**src/pkg/wdt_cfg.svh**
```systemverilog
// constants for the watchdog down counter
// How it works
// [RQ1] 32-bit counter decrements once per 32.768 kHz input clock cycle.
// [RQ2] reaching zero sets the interrupt status flag and raises the interrupt.
// [RQ3] on zero the counter reloads from reload_value and keeps counting.
// [RQ4] zero while status is still pending may assert system reset.
// [RQ5] interrupt stays pending until software clears the status flag.
// [RQ6] software reload request reloads counter, restarting the full interval.
// [RQ7] counter runs only after software enables the watchdog.
// [RQ8] counting continues in standby; interrupt wakes the system.
// [RQ9] software clear drops status, interrupt and the reset arming.
`ifndef WDT_CFG_SVH
`define WDT_CFG_SVH
`define WDT_COUNT_WIDTH   32
`define WDT_COUNT_RESET   32'hffffffff
`define WDT_COUNT_ZERO    32'h00000000
`define WDT_COUNT_STEP    32'h00000001
`define WDT_LSCLK_HZ      32768
`define WDT_SYS_HZ        10000000
`define WDT_RST_WIDTH     8
`define WDT_RST_PULSE     8'h10
`define WDT_RST_ONE       8'h01
`define WDT_RST_NONE      8'h00
`endif

```
**src/pkg/wdt_pkg.sv**
```systemverilog
// types shared by the watchdog modules
`include "wdt_cfg.svh"
package wdt_pkg;
   typedef logic [`WDT_COUNT_WIDTH-1:0] count_type;
   typedef enum logic [1:0]
   {
      st_idle = 2'b01,
      st_run  = 2'b10
   } state_type;
endpackage

```
**src/pkg/tick_if.sv**
```systemverilog
// carries the low-speed tick from the synchroniser to the counter
`timescale 1ns/1ns
`default_nettype none
interface tick_if;
   logic tick;
   modport src (output tick);
   modport snk (input tick);
endinterface
`default_nettype wire

```
**src/design/watchdog_down_counter.sv**
```systemverilog
// watchdog down counter with pending-flag reset and standby wake-up
`timescale 1ns/1ns
`default_nettype none
`include "wdt_cfg.svh"
module watchdog_down_counter
(
   // clock and reset
   input  wire logic              i_clk,
   input  wire logic              i_rst,
   // low-speed counting clock pin, 32.768 kHz
   input  wire logic              i_lsclk,
   // software control
   input  wire logic              i_enable,
   input  wire logic              i_reset_enable,
   input  wire wdt_pkg::count_type i_reload_value,
   input  wire logic              i_reload_req,
   input  wire logic              i_clear_req,
   // system state
   input  wire logic              i_standby,
   // status and events
   output logic                   o_irq,
   output logic                   o_status,
   output logic                   o_wakeup,
   output logic                   o_sys_reset,
   output wdt_pkg::count_type     o_count
);
   import wdt_pkg::*;

   tick_if    tick_bus ();
   state_type state;
   state_type next_state;
   count_type count;
   count_type next_count;
   logic      status;
   logic      wakeup;
   logic [`WDT_RST_WIDTH-1:0] rst_cnt;

   wire running;
   wire at_zero;
   wire expire;
   wire rearm;

   // [RQ1] pin sampled and edge detected
   lsclk_tick u_tick
   (
      .i_clk   (i_clk),
      .i_rst   (i_rst),
      .i_lsclk (i_lsclk),
      .o_tick  (tick_bus)
   );

   assign running = (state == st_run);
   assign at_zero = (count == `WDT_COUNT_ZERO);
   // [RQ2] zero reached on a counting tick
   assign expire  = running & tick_bus.tick & at_zero;
   // [RQ4] second expiry with flag still pending
   assign rearm   = expire & status & i_reset_enable;

   // [RQ7] run only while enabled
   always_comb
   begin
      next_state = state;
      case (state)
         st_idle: if (i_enable) next_state = st_run;
         st_run:  if (!i_enable) next_state = st_idle;
         default: next_state = st_idle;
      endcase
   end

   always_comb
   begin
      next_count = count;
      if (state == st_idle && i_enable)
         next_count = i_reload_value;
      // [RQ6] software reload restarts interval
      else if (running && i_reload_req)
         next_count = i_reload_value;
      // [RQ3] reload on zero
      else if (expire)
         next_count = i_reload_value;
      // [RQ1] one step per tick
      else if (running && tick_bus.tick)
         next_count = count - `WDT_COUNT_STEP;
   end

   always_ff @(posedge i_clk)
   begin
      if (i_rst)
      begin
         state <= st_idle;
         count <= `WDT_COUNT_RESET;
      end
      else
      begin
         state <= next_state;
         count <= next_count;
      end
   end

   // set beats clear in the same cycle so no expiry is lost
   always_ff @(posedge i_clk)
   begin
      if (i_rst)
         status <= 1'b0;
      // [RQ5] held until cleared
      else if (expire)
         status <= 1'b1;
      // [RQ9] software clear
      else if (i_clear_req)
         status <= 1'b0;
   end

   // reset held a fixed width so the system sees it regardless of its own clocking
   always_ff @(posedge i_clk)
   begin
      if (i_rst)
         rst_cnt <= `WDT_RST_NONE;
      // [RQ4] start the reset pulse
      else if (rearm)
         rst_cnt <= `WDT_RST_PULSE;
      else if (rst_cnt != `WDT_RST_NONE)
         rst_cnt <= rst_cnt - `WDT_RST_ONE;
   end

   // [RQ8] interrupt wakes from standby
   always_ff @(posedge i_clk)
   begin
      if (i_rst)
         wakeup <= 1'b0;
      else
         wakeup <= i_standby & (status | expire);
   end

   assign o_status    = status;
   assign o_irq       = status;
   assign o_wakeup    = wakeup;
   assign o_sys_reset = (rst_cnt != `WDT_RST_NONE);
   assign o_count     = count;
endmodule
`default_nettype wire

```
**src/design/lsclk_tick.sv**
```systemverilog
// synchronises the low-speed clock pin and emits one tick per rising edge
`timescale 1ns/1ns
`default_nettype none
module lsclk_tick
(
   // clock and reset
   input  wire logic i_clk,
   input  wire logic i_rst,
   // low-speed clock pin
   input  wire logic i_lsclk,
   // tick out
   tick_if.src       o_tick
);
   logic sync_a;
   logic sync_b;
   logic prev;
   wire  rise;

   // second stage and its delayed copy prev feed the edge detector
   assign rise = sync_b & ~prev;

   always_ff @(posedge i_clk)
   begin
      if (i_rst)
      begin
         sync_a <= 1'b0;
         sync_b <= 1'b0;
         prev   <= 1'b0;
         o_tick.tick <= 1'b0;
      end
      else
      begin
         sync_a <= i_lsclk;
         sync_b <= sync_a;
         prev   <= sync_b;
         o_tick.tick <= rise;
      end
   end
endmodule
`default_nettype wire

```
**config.mk**
```make
export PLATFORM = sky130hd
export DESIGN_NAME = watchdog_down_counter
export DESIGN_NICKNAME = d
export VERILOG_FILES = /design/src/pkg/wdt_pkg.sv /design/src/pkg/tick_if.sv /design/src/design/watchdog_down_counter.sv /design/src/design/lsclk_tick.sv
export VERILOG_INCLUDE_DIRS = /design/src /design/src/pkg
export SDC_FILE = /design/constraint.sdc
export NUM_CORES = 1
export LEC_CHECK = 0
export BUFFER_PORTS_ARGS = -buffer_cell sky130_fd_sc_hd__buf_2
export CORE_MARGIN = 2
export CORE_UTILIZATION = 57
export CTS_CLUSTER_SIZE = 25
export DETAILED_ROUTE_END_ITERATION = 16
export PLACE_DENSITY = 0.89
export SYNTH_ARGS = -nofsm -noshare
export SYNTH_HDL_FRONTEND = slang
export SYNTH_SLANG_ARGS = --single-unit
```
**constraint.sdc**
```tcl
create_clock -name i_clk -period 3.75 [get_ports i_clk]
set_clock_uncertainty 0.15 [all_clocks]
set_input_delay 0.375 -clock i_clk [delete_from_list [all_inputs] [get_ports i_clk]]
set_output_delay 0.375 -clock i_clk [all_outputs]
set_load 0.01 [all_outputs]
```
==> qor.yml, run 1 <==
synthesis:
  synth-simple-area-share_pct: 34.73
  yosys.area_share.xor_xnor_pct: 1.872
  async_flop_share_pct: 0
  syn_avg_cell_area_sq_um: 7.996
  synth_nets: 393
  synth-seq-cells: 48
  syn_inst: 351
  synth_top_family_by_area: "simple AND/OR/NAND/NOR gates"
  ys.flop_type: "dfxtp_1"
  yosys.area_share.adder_pct: 0.8917
  synth_edf_count: 0
  yosysWarnings: 0
  synth_compound_area_share_pct: 22.25
  synth_area_sq_mm: 0.002806
  seq_area_frac_synth_pct: 34.24
  yosysUniqueCellTypes: 62
  synthMuxAreaShare_pct: 1.070
grt:
  grt_usage_pct: 30.55
  grt_pass1_wl_um: 13140
  overflow: 0
  antenna_found_initial: 0
  grt_max_degree: 45
  first_global_vias: 2782
floorplanning:
  die_area_sq_mm: 0.005501
  start_util_pct: 59.42
  rows: 25
  io-pin-count: 76
  die_h_um: 74.17
  chipWidth_um: 74.17
  coreArea_sq_mm: 0.004723
clock_network:
  cts.sinks: 48
  clk_pin_slew_worst_paths_ns: 0.09
  cts_buffers: 5
  post_cts.repair.setup_buffers: 0
  cts.htree.levels: 2
  cts_root_buffer: "clkbuf_8"
  clk-insertion-delay-late_ns: 0.30
  clock_path_buffers: 2
  postCtsHoldBufs: 0
  cts_tree: "done"
  cts_resized: 0
timing:
  period_share_pct: 79.80
  slew_headroom_pct: 31.49
  setup_tns_ns: 0
  fmax_mhz: 334.2
  rsz0062_at_grt: "no"
  hold_violations: 0
  tightestPinTransition_ns: 1.021
  fin_crit_ns: 2.992
  slew_viol_final: 0
  whs_ns: 0.1233
  finalSetupViolCount: 0
drt:
  drt-total-wl_um: 8264
  routedWlPerCell_um: 17.04
  drt-initial-drc-count: 293
  route.detailed.drc: 0
  via_count: 3137
  viasPerCell: 6.468
  first_pass_iters: 5
  detail-route-antenna-nets: 0
pwr:
  irDropWorstVdd_uv: 203.4
  clkPwrFrac_pct: 28.5
  internal-power_mw: 0.9752
  power_frac_comb_pct: 26.9
  p_sw_share_pct: 32.75
  switching_power_mw: 0.4748
  power_density_mw_per_mm2: 434.7
  seq_power_share_pct: 44.6
  p_leak_nw: 1.316
setup_path:
  worstSetupPathType: "reg2reg"
  cp-end-kind: "flop"
  cp-start-kind: "flop"
  arrival_ns: 3.04
  required_ns: 3.80
  crit_fanout: 15
  reg2reg_slack_ns: 0.76
cells_and_area:
  syn_to_final_growth_pct: 18.86
  fin_util_pct: 70.62
  final_nets: 459
  stdcell_count: 485
  diodes: 0
  drive_gt1_share_pct: 24.88
place:
  gp_congestion: 0.8856
  hpwl_um: 5653
  dpl.cell_count: 477
  numPortBuffers: 75
min_path:
  hold_path.class: "in2reg"
outcome:
  status: "complete, no violations"
run:
  drv_cap: 0
## cell type report
type	instances	area, sq um
Clock inverter	1	30.03
Timing Repair Buffer	82	427.9
Multi-Input combinational cell	272	1707
Tap cell	67	83.83
Clock buffer	7	96.34
Sequential cell	48	960.9
Inverter	8	30.03
Fill cell	375	1388
## layer usage
metal | wire (um) | part of all wire [%] | vias to the layer above | global-route usage, %
li1 | - | - | 1477 | -
met1 | 3469 | 42 | 1429 | 41.32
met2 | 3766 | 46 | 210 | 49.01
met3 | 869 | 11 | 21 | 5.285
met4 | 159 | 1.9 | 0 | 11.31
met5 | 0 | 0 | - | 0
## worst max-delay path, stage by stage, from the launching register on
cell     delay (ns)
dfxtp_1        0.37
inv_1          0.09
ha_1           0.21
or3b_2         0.51
nor3_2         0.24
nand4_2        0.41
nand2_1        0.22
buf_4          0.23
o21ai_0        0.12
a221o_1        0.34
## through the flow
stage	total power, mW	cell area, sq um	setup WS [ns]
5_1_grt	1.524	3336	0.6413
3_5_place_dp	1.037	3209	0.8800
3_3_place_gp	1.021	3209	0.9945
2_1_floorplan	0.9166	2806	1.281
6_report	1.450	3336	0.7575
4_1_cts	1.441	3336	0.8428
## layout by cell type, fill, tap and decap left out, types with 5 or more instances in the layout
cell type / count
buf_2: 75
dfxtp_1: 48
nor3_1: 29
nor2_1: 28
a21oi_1: 21
o21ai_0: 20
nand2_1: 19
nor4_1: 19
nand3_1: 14
or3_1: 10
inv_1: 8
a21o_1: 7
clkbuf_8: 7
buf_4: 7
nor2b_1: 6
and3_1: 6
a221oi_1: 6
nand4_1: 6
a211oi_1: 5
xnor2_1: 5
## Yosys cell counts (all sizes together) (7+ instances only)
master	n	share of area [%]
a21o	7	1.9
a21oi	21	3.7
buf	7	1.7
clkbuf	16	2.1
dfxtp	48	34
inv	8	1.1
nand2	20	2.8
nand3	14	2.5
nand4	7	1.8
nor2	29	4.0
nor3	31	6.1
nor4	21	5.4
o21ai	22	3.9
or3	10	2.2
## power by group through the flow
stage / clock [mW] / combinational [mW] / sequential, mW
floorplan: 0 / 0.263 / 0.653
global placement: 0 / 0.372 / 0.650
detailed placement: 0 / 0.381 / 0.656
CTS: 0.413 / 0.385 / 0.644
global route: 0.434 / 0.433 / 0.657
finish: 0.413 / 0.390 / 0.647
## logic make-up (layout without fill, tap and decap cells)
family                     Yosys count  count (layout)
adders and majority gates            2               2
and+or+nand+nor                    169             169
buffers and inverters               31              98
DFF                                 48              48
AOI/OAI and AO/OA                   92              92
xor gates and xnor gates             6               6
muxes                                3               3
## sequential cells by signal, summed over array words and instances, names as in the netlist
| signal | cells |
|---|---|
| u_tick.prev | 1 |
| o_count | 32 |
| state | 2 |
| rst_cnt | 8 |
| o_irq | 1 |
| u_tick.o_tick.tick | 1 |
| u_tick.sync_b | 1 |
| u_tick.sync_a | 1 |
| o_wakeup | 1 |
## final timing paths
check / start / end / cells past startpoint
setup / recovery: o_count[0] / o_count[9] / 9
hold / removal: i_reload_value[14] / o_count[14] / 2
setup reg to reg: o_count[0] / o_count[9] / 9
hold reg to reg: u_tick.prev / u_tick.o_tick.tick / 1
(Power assumes the default switching activity.)
==> inputs of run 2 (changes only) <==
- ABC_AREA: not set -> 1
- CORE_UTILIZATION: 57 -> 49
- PLACE_DENSITY: 0.89 -> 0.8
- clock period: 3.75 -> 2.7 ns (I/O delays scaled with it)
==> qor.yml, run 2 <==
outcome:
  status: "complete, no violations"
setup_path:
  critPathMostFrequentCell: "inv_1"
  cp_num_buf_inv: 3
  required_ns: 2.28
  cp_slowest_stage_delay_ns: 0.37
  startpoint: "rst_cnt[0]"
  crit_fanout: 9
  cp-end-kind: "primary output"
  worstSetupPathType: "reg2out"
  slowest_stage: "nand4_1"
  worstPathCellList: "inv_1, ha_1, inv_1, nor3_1, nand4_1, buf_2"
  crit_family: "simple AND/OR/NAND/NOR gates"
  reg2reg_from: "o_count[0]"
  arrival_ns: 1.80
  cp-start-kind: "flop"
clock_network:
  clk_pin_slew_worst_paths_ns: 0.09
  cts.sinks: 48
  cts_root_buffer: "clkbuf_8"
  clock_path_buffers: 2
  cts_tree: "done"
  cts.htree.levels: 2
  cts_resized: 0
  cts_buffers: 5
  clk-insertion-delay-late_ns: 0.30
cells_and_area:
  stdcell_count: 672
  multiInputGateArea_sq_mm: 0.001812
  syn_to_final_growth_pct: 16.92
  drive_gt1_share_pct: 16.47
  diodes: 0
  final_nets: 636
  final_cell_mix: "169 x nand2_1, 75 x buf_2, 74 x nor2_1"
  regArea_sq_um: 960.9
  fin_util_pct: 58.40
  layout_commonest_cell: "nand2_1"
  largest_reg_flops: 32
  n_fill_cell: 668
pwr:
  irDropWorstVdd_uv: 527.8
  internal-power_mw: 1.378
  p_sw_share_pct: 35.71
  p_leak_nw: 1.792
  power_density_mw_per_mm2: 584.7
  power_frac_comb_pct: 31.9
  switching_power_mw: 0.7655
  clkPwrFrac_pct: 25.0
  seq_power_share_pct: 43.1
synthesis:
  syn_inst: 524
  ys.flop_type: "dfxtp_1"
  netlist_top_cells_count: "169 x nand2_1, 75 x nor2_1, 71 x inv_1"
  synthTopCellsByArea: "dfxtp_1 31%, nand2_1 20%, nor2_1 9.0%, inv_1 8.5%, nand3_1 7.7%"
  async_flop_share_pct: 0
  synth_most_common_cell: "nand2_1"
  synth_area_sq_mm: 0.003136
  yosysTopAreaCellShare_pct: 30.65
  seq_area_frac_synth_pct: 30.65
  synth_edf_count: 0
  yosysUniqueCellTypes: 28
  synth_nets: 566
  synth-seq-cells: 48
  yosysWarnings: 0
  yosys.area.top_type: "dfxtp_1"
  syn_avg_cell_area_sq_um: 5.984
run:
  drv_cap: 0
drt:
  first_pass_iters: 4
  route.detailed.drc: 0
  routedWlPerCell_um: 12.10
  drt-total-wl_um: 8131
  viasPerCell: 5.019
  detail-route-antenna-nets: 0
  drt-initial-drc-count: 181
  via_count: 3373
grt:
  first_global_vias: 3154
  grtUsageMet1_pct: 31.86
  grt_pass1_wl_um: 14100
  overflow: 0
  use_met2_pct: 41.16
  grt_max_degree: 39
  antenna_found_initial: 0
  grt_usage_pct: 23.84
  grt_util_met3_pct: 3.264
  grt.busiest_layer: "met2"
place:
  hpwl_um: 6089
  gp_congestion: 0.9262
  numPortBuffers: 75
  dpl.cell_count: 663
min_path:
  worst_hold_startpoint: "i_standby"
  hold_path.class: "in2reg"
timing:
  whs_ns: 0.02401
  period_share_pct: 82.16
  fmax_mhz: 450.8
  fin_crit_ns: 2.218
  hold_violations: 0
  setup_tns_ns: 0
  slew_headroom_pct: 71.91
  slew_viol_final: 0
  finalSetupViolCount: 0
  rsz0062_at_grt: "no"
  tightestPinTransition_ns: 0.4213
floorplanning:
  coreArea_sq_mm: 0.006277
  io-pin-count: 76
  die_h_um: 84.00
  die_area_sq_mm: 0.007055
  chipWidth_um: 84.00
  rows: 29
  start_util_pct: 49.95
-- run 2: changes by cell type in the layout (fill, tap and decap cells not counted), moves of 10 or more --
| cell | change |
|---|---|
| a21oi_1 | +15 |
| inv_1 | +63 |
| nand2_1 | +150 |
| nand3_1 | +34 |
| nor2_1 | +46 |
| nor3_1 | -25 |
| nor4_1 | -18 |
| o21ai_0 | -14 |
| or3_1 | -10 |
| xor2_1 | +13 |
-- run 2: worst register-to-register path, cell delays in order (launching register included) --
cell and delay [ns]:
dfxtp_1 0.34, inv_1 0.08, ha_1 0.25, nand2_2 0.10, nor2_4 0.17, nand2_2 0.10
nor2_4 0.11, nand2_4 0.10, nand2_8 0.22, inv_4 0.16, nand2_1 0.11, nand3_1 0.06
nand2_1 0.07
-- run 2: per-layer routing --
metal,vias to the layer above,routed length (um)
met4,0,85
met2,97,3845
met1,1496,3726
met3,9,474
li1,1771,-
met5,-,0
-- run 2: kinds of logic (layout without fill, tap and decap cells) --
logic type	count (synthesis)	after routing	share of synthesized area (%)
buffers and inverters	88	159	11.65
adders and majority gates	2	2	0.7980
DFF	48	48	30.65
xor gates and xnor gates	19	19	5.307
and+or+nand+nor	317	317	42.86
AOI/OAI and AO/OA	49	49	8.380
muxes	1	1	0.3591
-- run 2: power by group through the flow --
| stage | clock [mW] | combinational [mW] | sequential, mW |
|---|---|---|---|
| after floorplan | 0 | 0.496 | 0.938 |
| after global placement | 0 | 0.660 | 0.936 |
| after detailed placement | 0 | 0.683 | 0.940 |
| after CTS | 0.554 | 0.689 | 0.925 |
| after global routing | 0.584 | 0.788 | 0.944 |
| final | 0.536 | 0.683 | 0.925 |
-- run 2: what timing repair did --
item                                   in CTS  in global routing
endpoints found under the hold margin       1                  0
setup buffers                               0                  0
hold buffers                                1                  0
-- run 2: metrics by stage --
stage          total power [mW]  area, sq um  setup slack [ns]
6_report                  2.144         3666            0.4817
5_1_grt                   2.316         3666            0.3338
4_1_cts                   2.167         3666            0.4759
3_5_place_dp              1.624         3540            0.6165
3_3_place_gp              1.596         3540            0.7124
2_1_floorplan             1.434         3136            0.8849
-- run 2: cell type report --
cell class | count | share of cell area, %
Clock buffer | 5 | 1.877
Clock inverter | 3 | 1.297
Inverter | 72 | 7.440
Multi-Input combinational cell | 388 | 49.42
Sequential cell | 48 | 26.21
Tap cell | 77 | 2.628
Timing Repair Buffer | 79 | 11.13
-- run 2: path summary, 6_finish.rpt --
| path | to | slack, ns | cells past startpoint |
|---|---|---|---|
| setup / recovery | o_sys_reset | 0.48 | 6 |
| hold / removal | o_wakeup | 0.02 | 3 |
| setup reg to reg | o_count[25] | 0.62 | 12 |
| hold reg to reg | u_tick.o_tick.tick | 0.25 | 1 |
==> inputs of run 3 (changes only) <==
- clock period: 2.7 -> 2 ns (I/O delays scaled with it)
==> qor.yml, run 3 (synthesized netlist as in run 2, its figures left out) <==
min_path:
  hold_path.class: "in2reg"
  min_path_cells: 5
  worst_hold_startpoint: "i_reload_value[29]"
  holdPathEnd: "o_count[29]"
outcome:
  status: "complete, no violations"
setup_path:
  rr_worst_depth: 9
  worstPathCellList: "dlygate4sd3_1, buf_2, nand2_1, nand2_1, nor2_2, clkinvlp_4, nand3_1, nand2_1"
  worstSetupPathType: "in2reg"
  reg2reg_from: "o_count[30]"
  cp-start-kind: "primary input"
  cp-end-kind: "flop"
  slowest_stage: "dlygate4sd3_1"
  required_ns: 2.06
  r2r-end: "o_count[28]"
  arrival_ns: 1.97
  cp_slowest_stage_delay_ns: 0.53
  critPathMostFrequentCell: "nand2_1"
  crit_fanout: 15
  reg2reg_slack_ns: 0.09
timing:
  rsz0062_at_grt: "no"
  slew_headroom_pct: 72.87
  slew_viol_final: 0
  hold_violations: 0
  setup_tns_ns: 0
  fin_crit_ns: 1.911
  period_share_pct: 95.56
  tightestPinTransition_ns: 0.4038
  fmax_mhz: 523.3
  finalSetupViolCount: 0
cells_and_area:
  syn_to_final_growth_pct: 26.90
  final_nets: 668
  diodes: 0
  fin_util_pct: 63.38
  design_area_sq_mm: 0.003979
  drive_gt1_share_pct: 21.37
  n_fill_cell: 594
  largest_reg_flops: 32
  final_cell_mix: "168 x nand2_1, 75 x buf_2, 71 x nor2_1"
  layout_commonest_cell: "nand2_1"
clock_network:
  cts_tree: "done"
  cts_buffers: 5
  clk-insertion-delay-late_ns: 0.31
  cts.sinks: 48
  cts_root_buffer: "clkbuf_8"
  clock_path_buffers: 2
  clk_pin_slew_worst_paths_ns: 0.10
  cts.htree.levels: 2
floorplanning:
  rows: 29
  start_util_pct: 49.95
  die_h_um: 84.00
  coreArea_sq_mm: 0.006277
  chipWidth_um: 84.00
  die_area_sq_mm: 0.007055
  io-pin-count: 76
pwr:
  power_density_mw_per_mm2: 771.4
  p_leak_nw: 1.933
  irDropWorstVdd_uv: 757.4
  p_total_mw: 3.069
drt:
  first_pass_iters: 6
  via_count: 3673
  viasPerCell: 5.217
  routedWlPerCell_um: 12.88
  drt-total-wl_um: 9071
  drt-initial-drc-count: 260
  route.detailed.drc: 0
  detail-route-antenna-nets: 0
grt:
  overflow: 0
  first_global_vias: 3262
  grt_pass1_wl_um: 14610
  antenna_found_initial: 0
  grt_usage_pct: 24.93
  grt_max_degree: 34
place:
  hpwl_um: 6626
  gp_congestion: 0.9905
  numPortBuffers: 75
  dpl-instance-area_sq_mm: 0.003725
run:
  drv_cap: 0
## run 3: power by group
group | switching, mW | internal, mW | total [mW]
clock network | 0.362 | 0.377 | 0.739
logic | 0.637 | 0.486 | 1.12
registers | 0.110 | 1.10 | 1.21
total | 1.11 | 1.96 | 3.07
## run 3: routing by layer
metal | vias to the layer above | global-route usage (%) | routed length (um)
li1 | 1836 | - | -
met1 | 1659 | 33.41 | 4036
met2 | 166 | 42.47 | 4275
met3 | 12 | 3.363 | 649
met4 | 0 | 6.012 | 110
met5 | - | 0 | 0
## run 3: area by class of cell
type                            count  area [sq um]  area share, %
Multi-Input combinational cell    388          1834          46.10
Sequential cell                    48         960.9          24.15
Timing Repair Buffer              110         685.7          17.23
Inverter                           72         279.0          7.013
Tap cell                           77         96.34          2.421
Clock buffer                        5         68.82          1.730
Clock inverter                      3         46.29          1.164
Timing Repair inverter              1         7.507         0.1887
## run 3: repair_timing
action | CTS | global route
pin swaps | 1 | 1
endpoints found under the hold margin | 4 | 0
hold buffers | 4 | 0
resized for setup | 2 | 8
buffers inserted | 1 | 4
setup endpoints to repair | 4 | 39
cloned | 0 | 1
## run 3: critical path, delay by kind of cell
family	cells	cell delay (ns)
and+or+nand+nor	5	0.69
buffers and inverters	3	1.07
## run 3: per-stage QoR
step | hold slack (ns) | worst slack, ns | std cells
after floorplan | 0.1388 | 0.1849 | 524
after global placement | 0.2284 | 0.08052 | 686
after detailed placement | 0.2396 | 0.0009273 | 686
after CTS | 0.02533 | 0.02850 | 699
after global routing | 0.05788 | 0.001884 | 704
final | 0.03010 | 0.08889 | 704
## run 3: worst max-delay path by stage
stage | cells after the start | end | startpoint | slack (ns)
floorplan | 12 | o_count[21] | o_count[0] | 0.18
global placement | 10 | rst_cnt[0] | o_count[0] | 0.08
detailed placement | 12 | o_count[8] | o_count[0] | 0.0009
CTS | 12 | o_count[8] | o_count[0] | 0.03
global route | 8 | o_count[21] | i_enable | 0.002
finish | 8 | o_count[7] | i_enable | 0.09
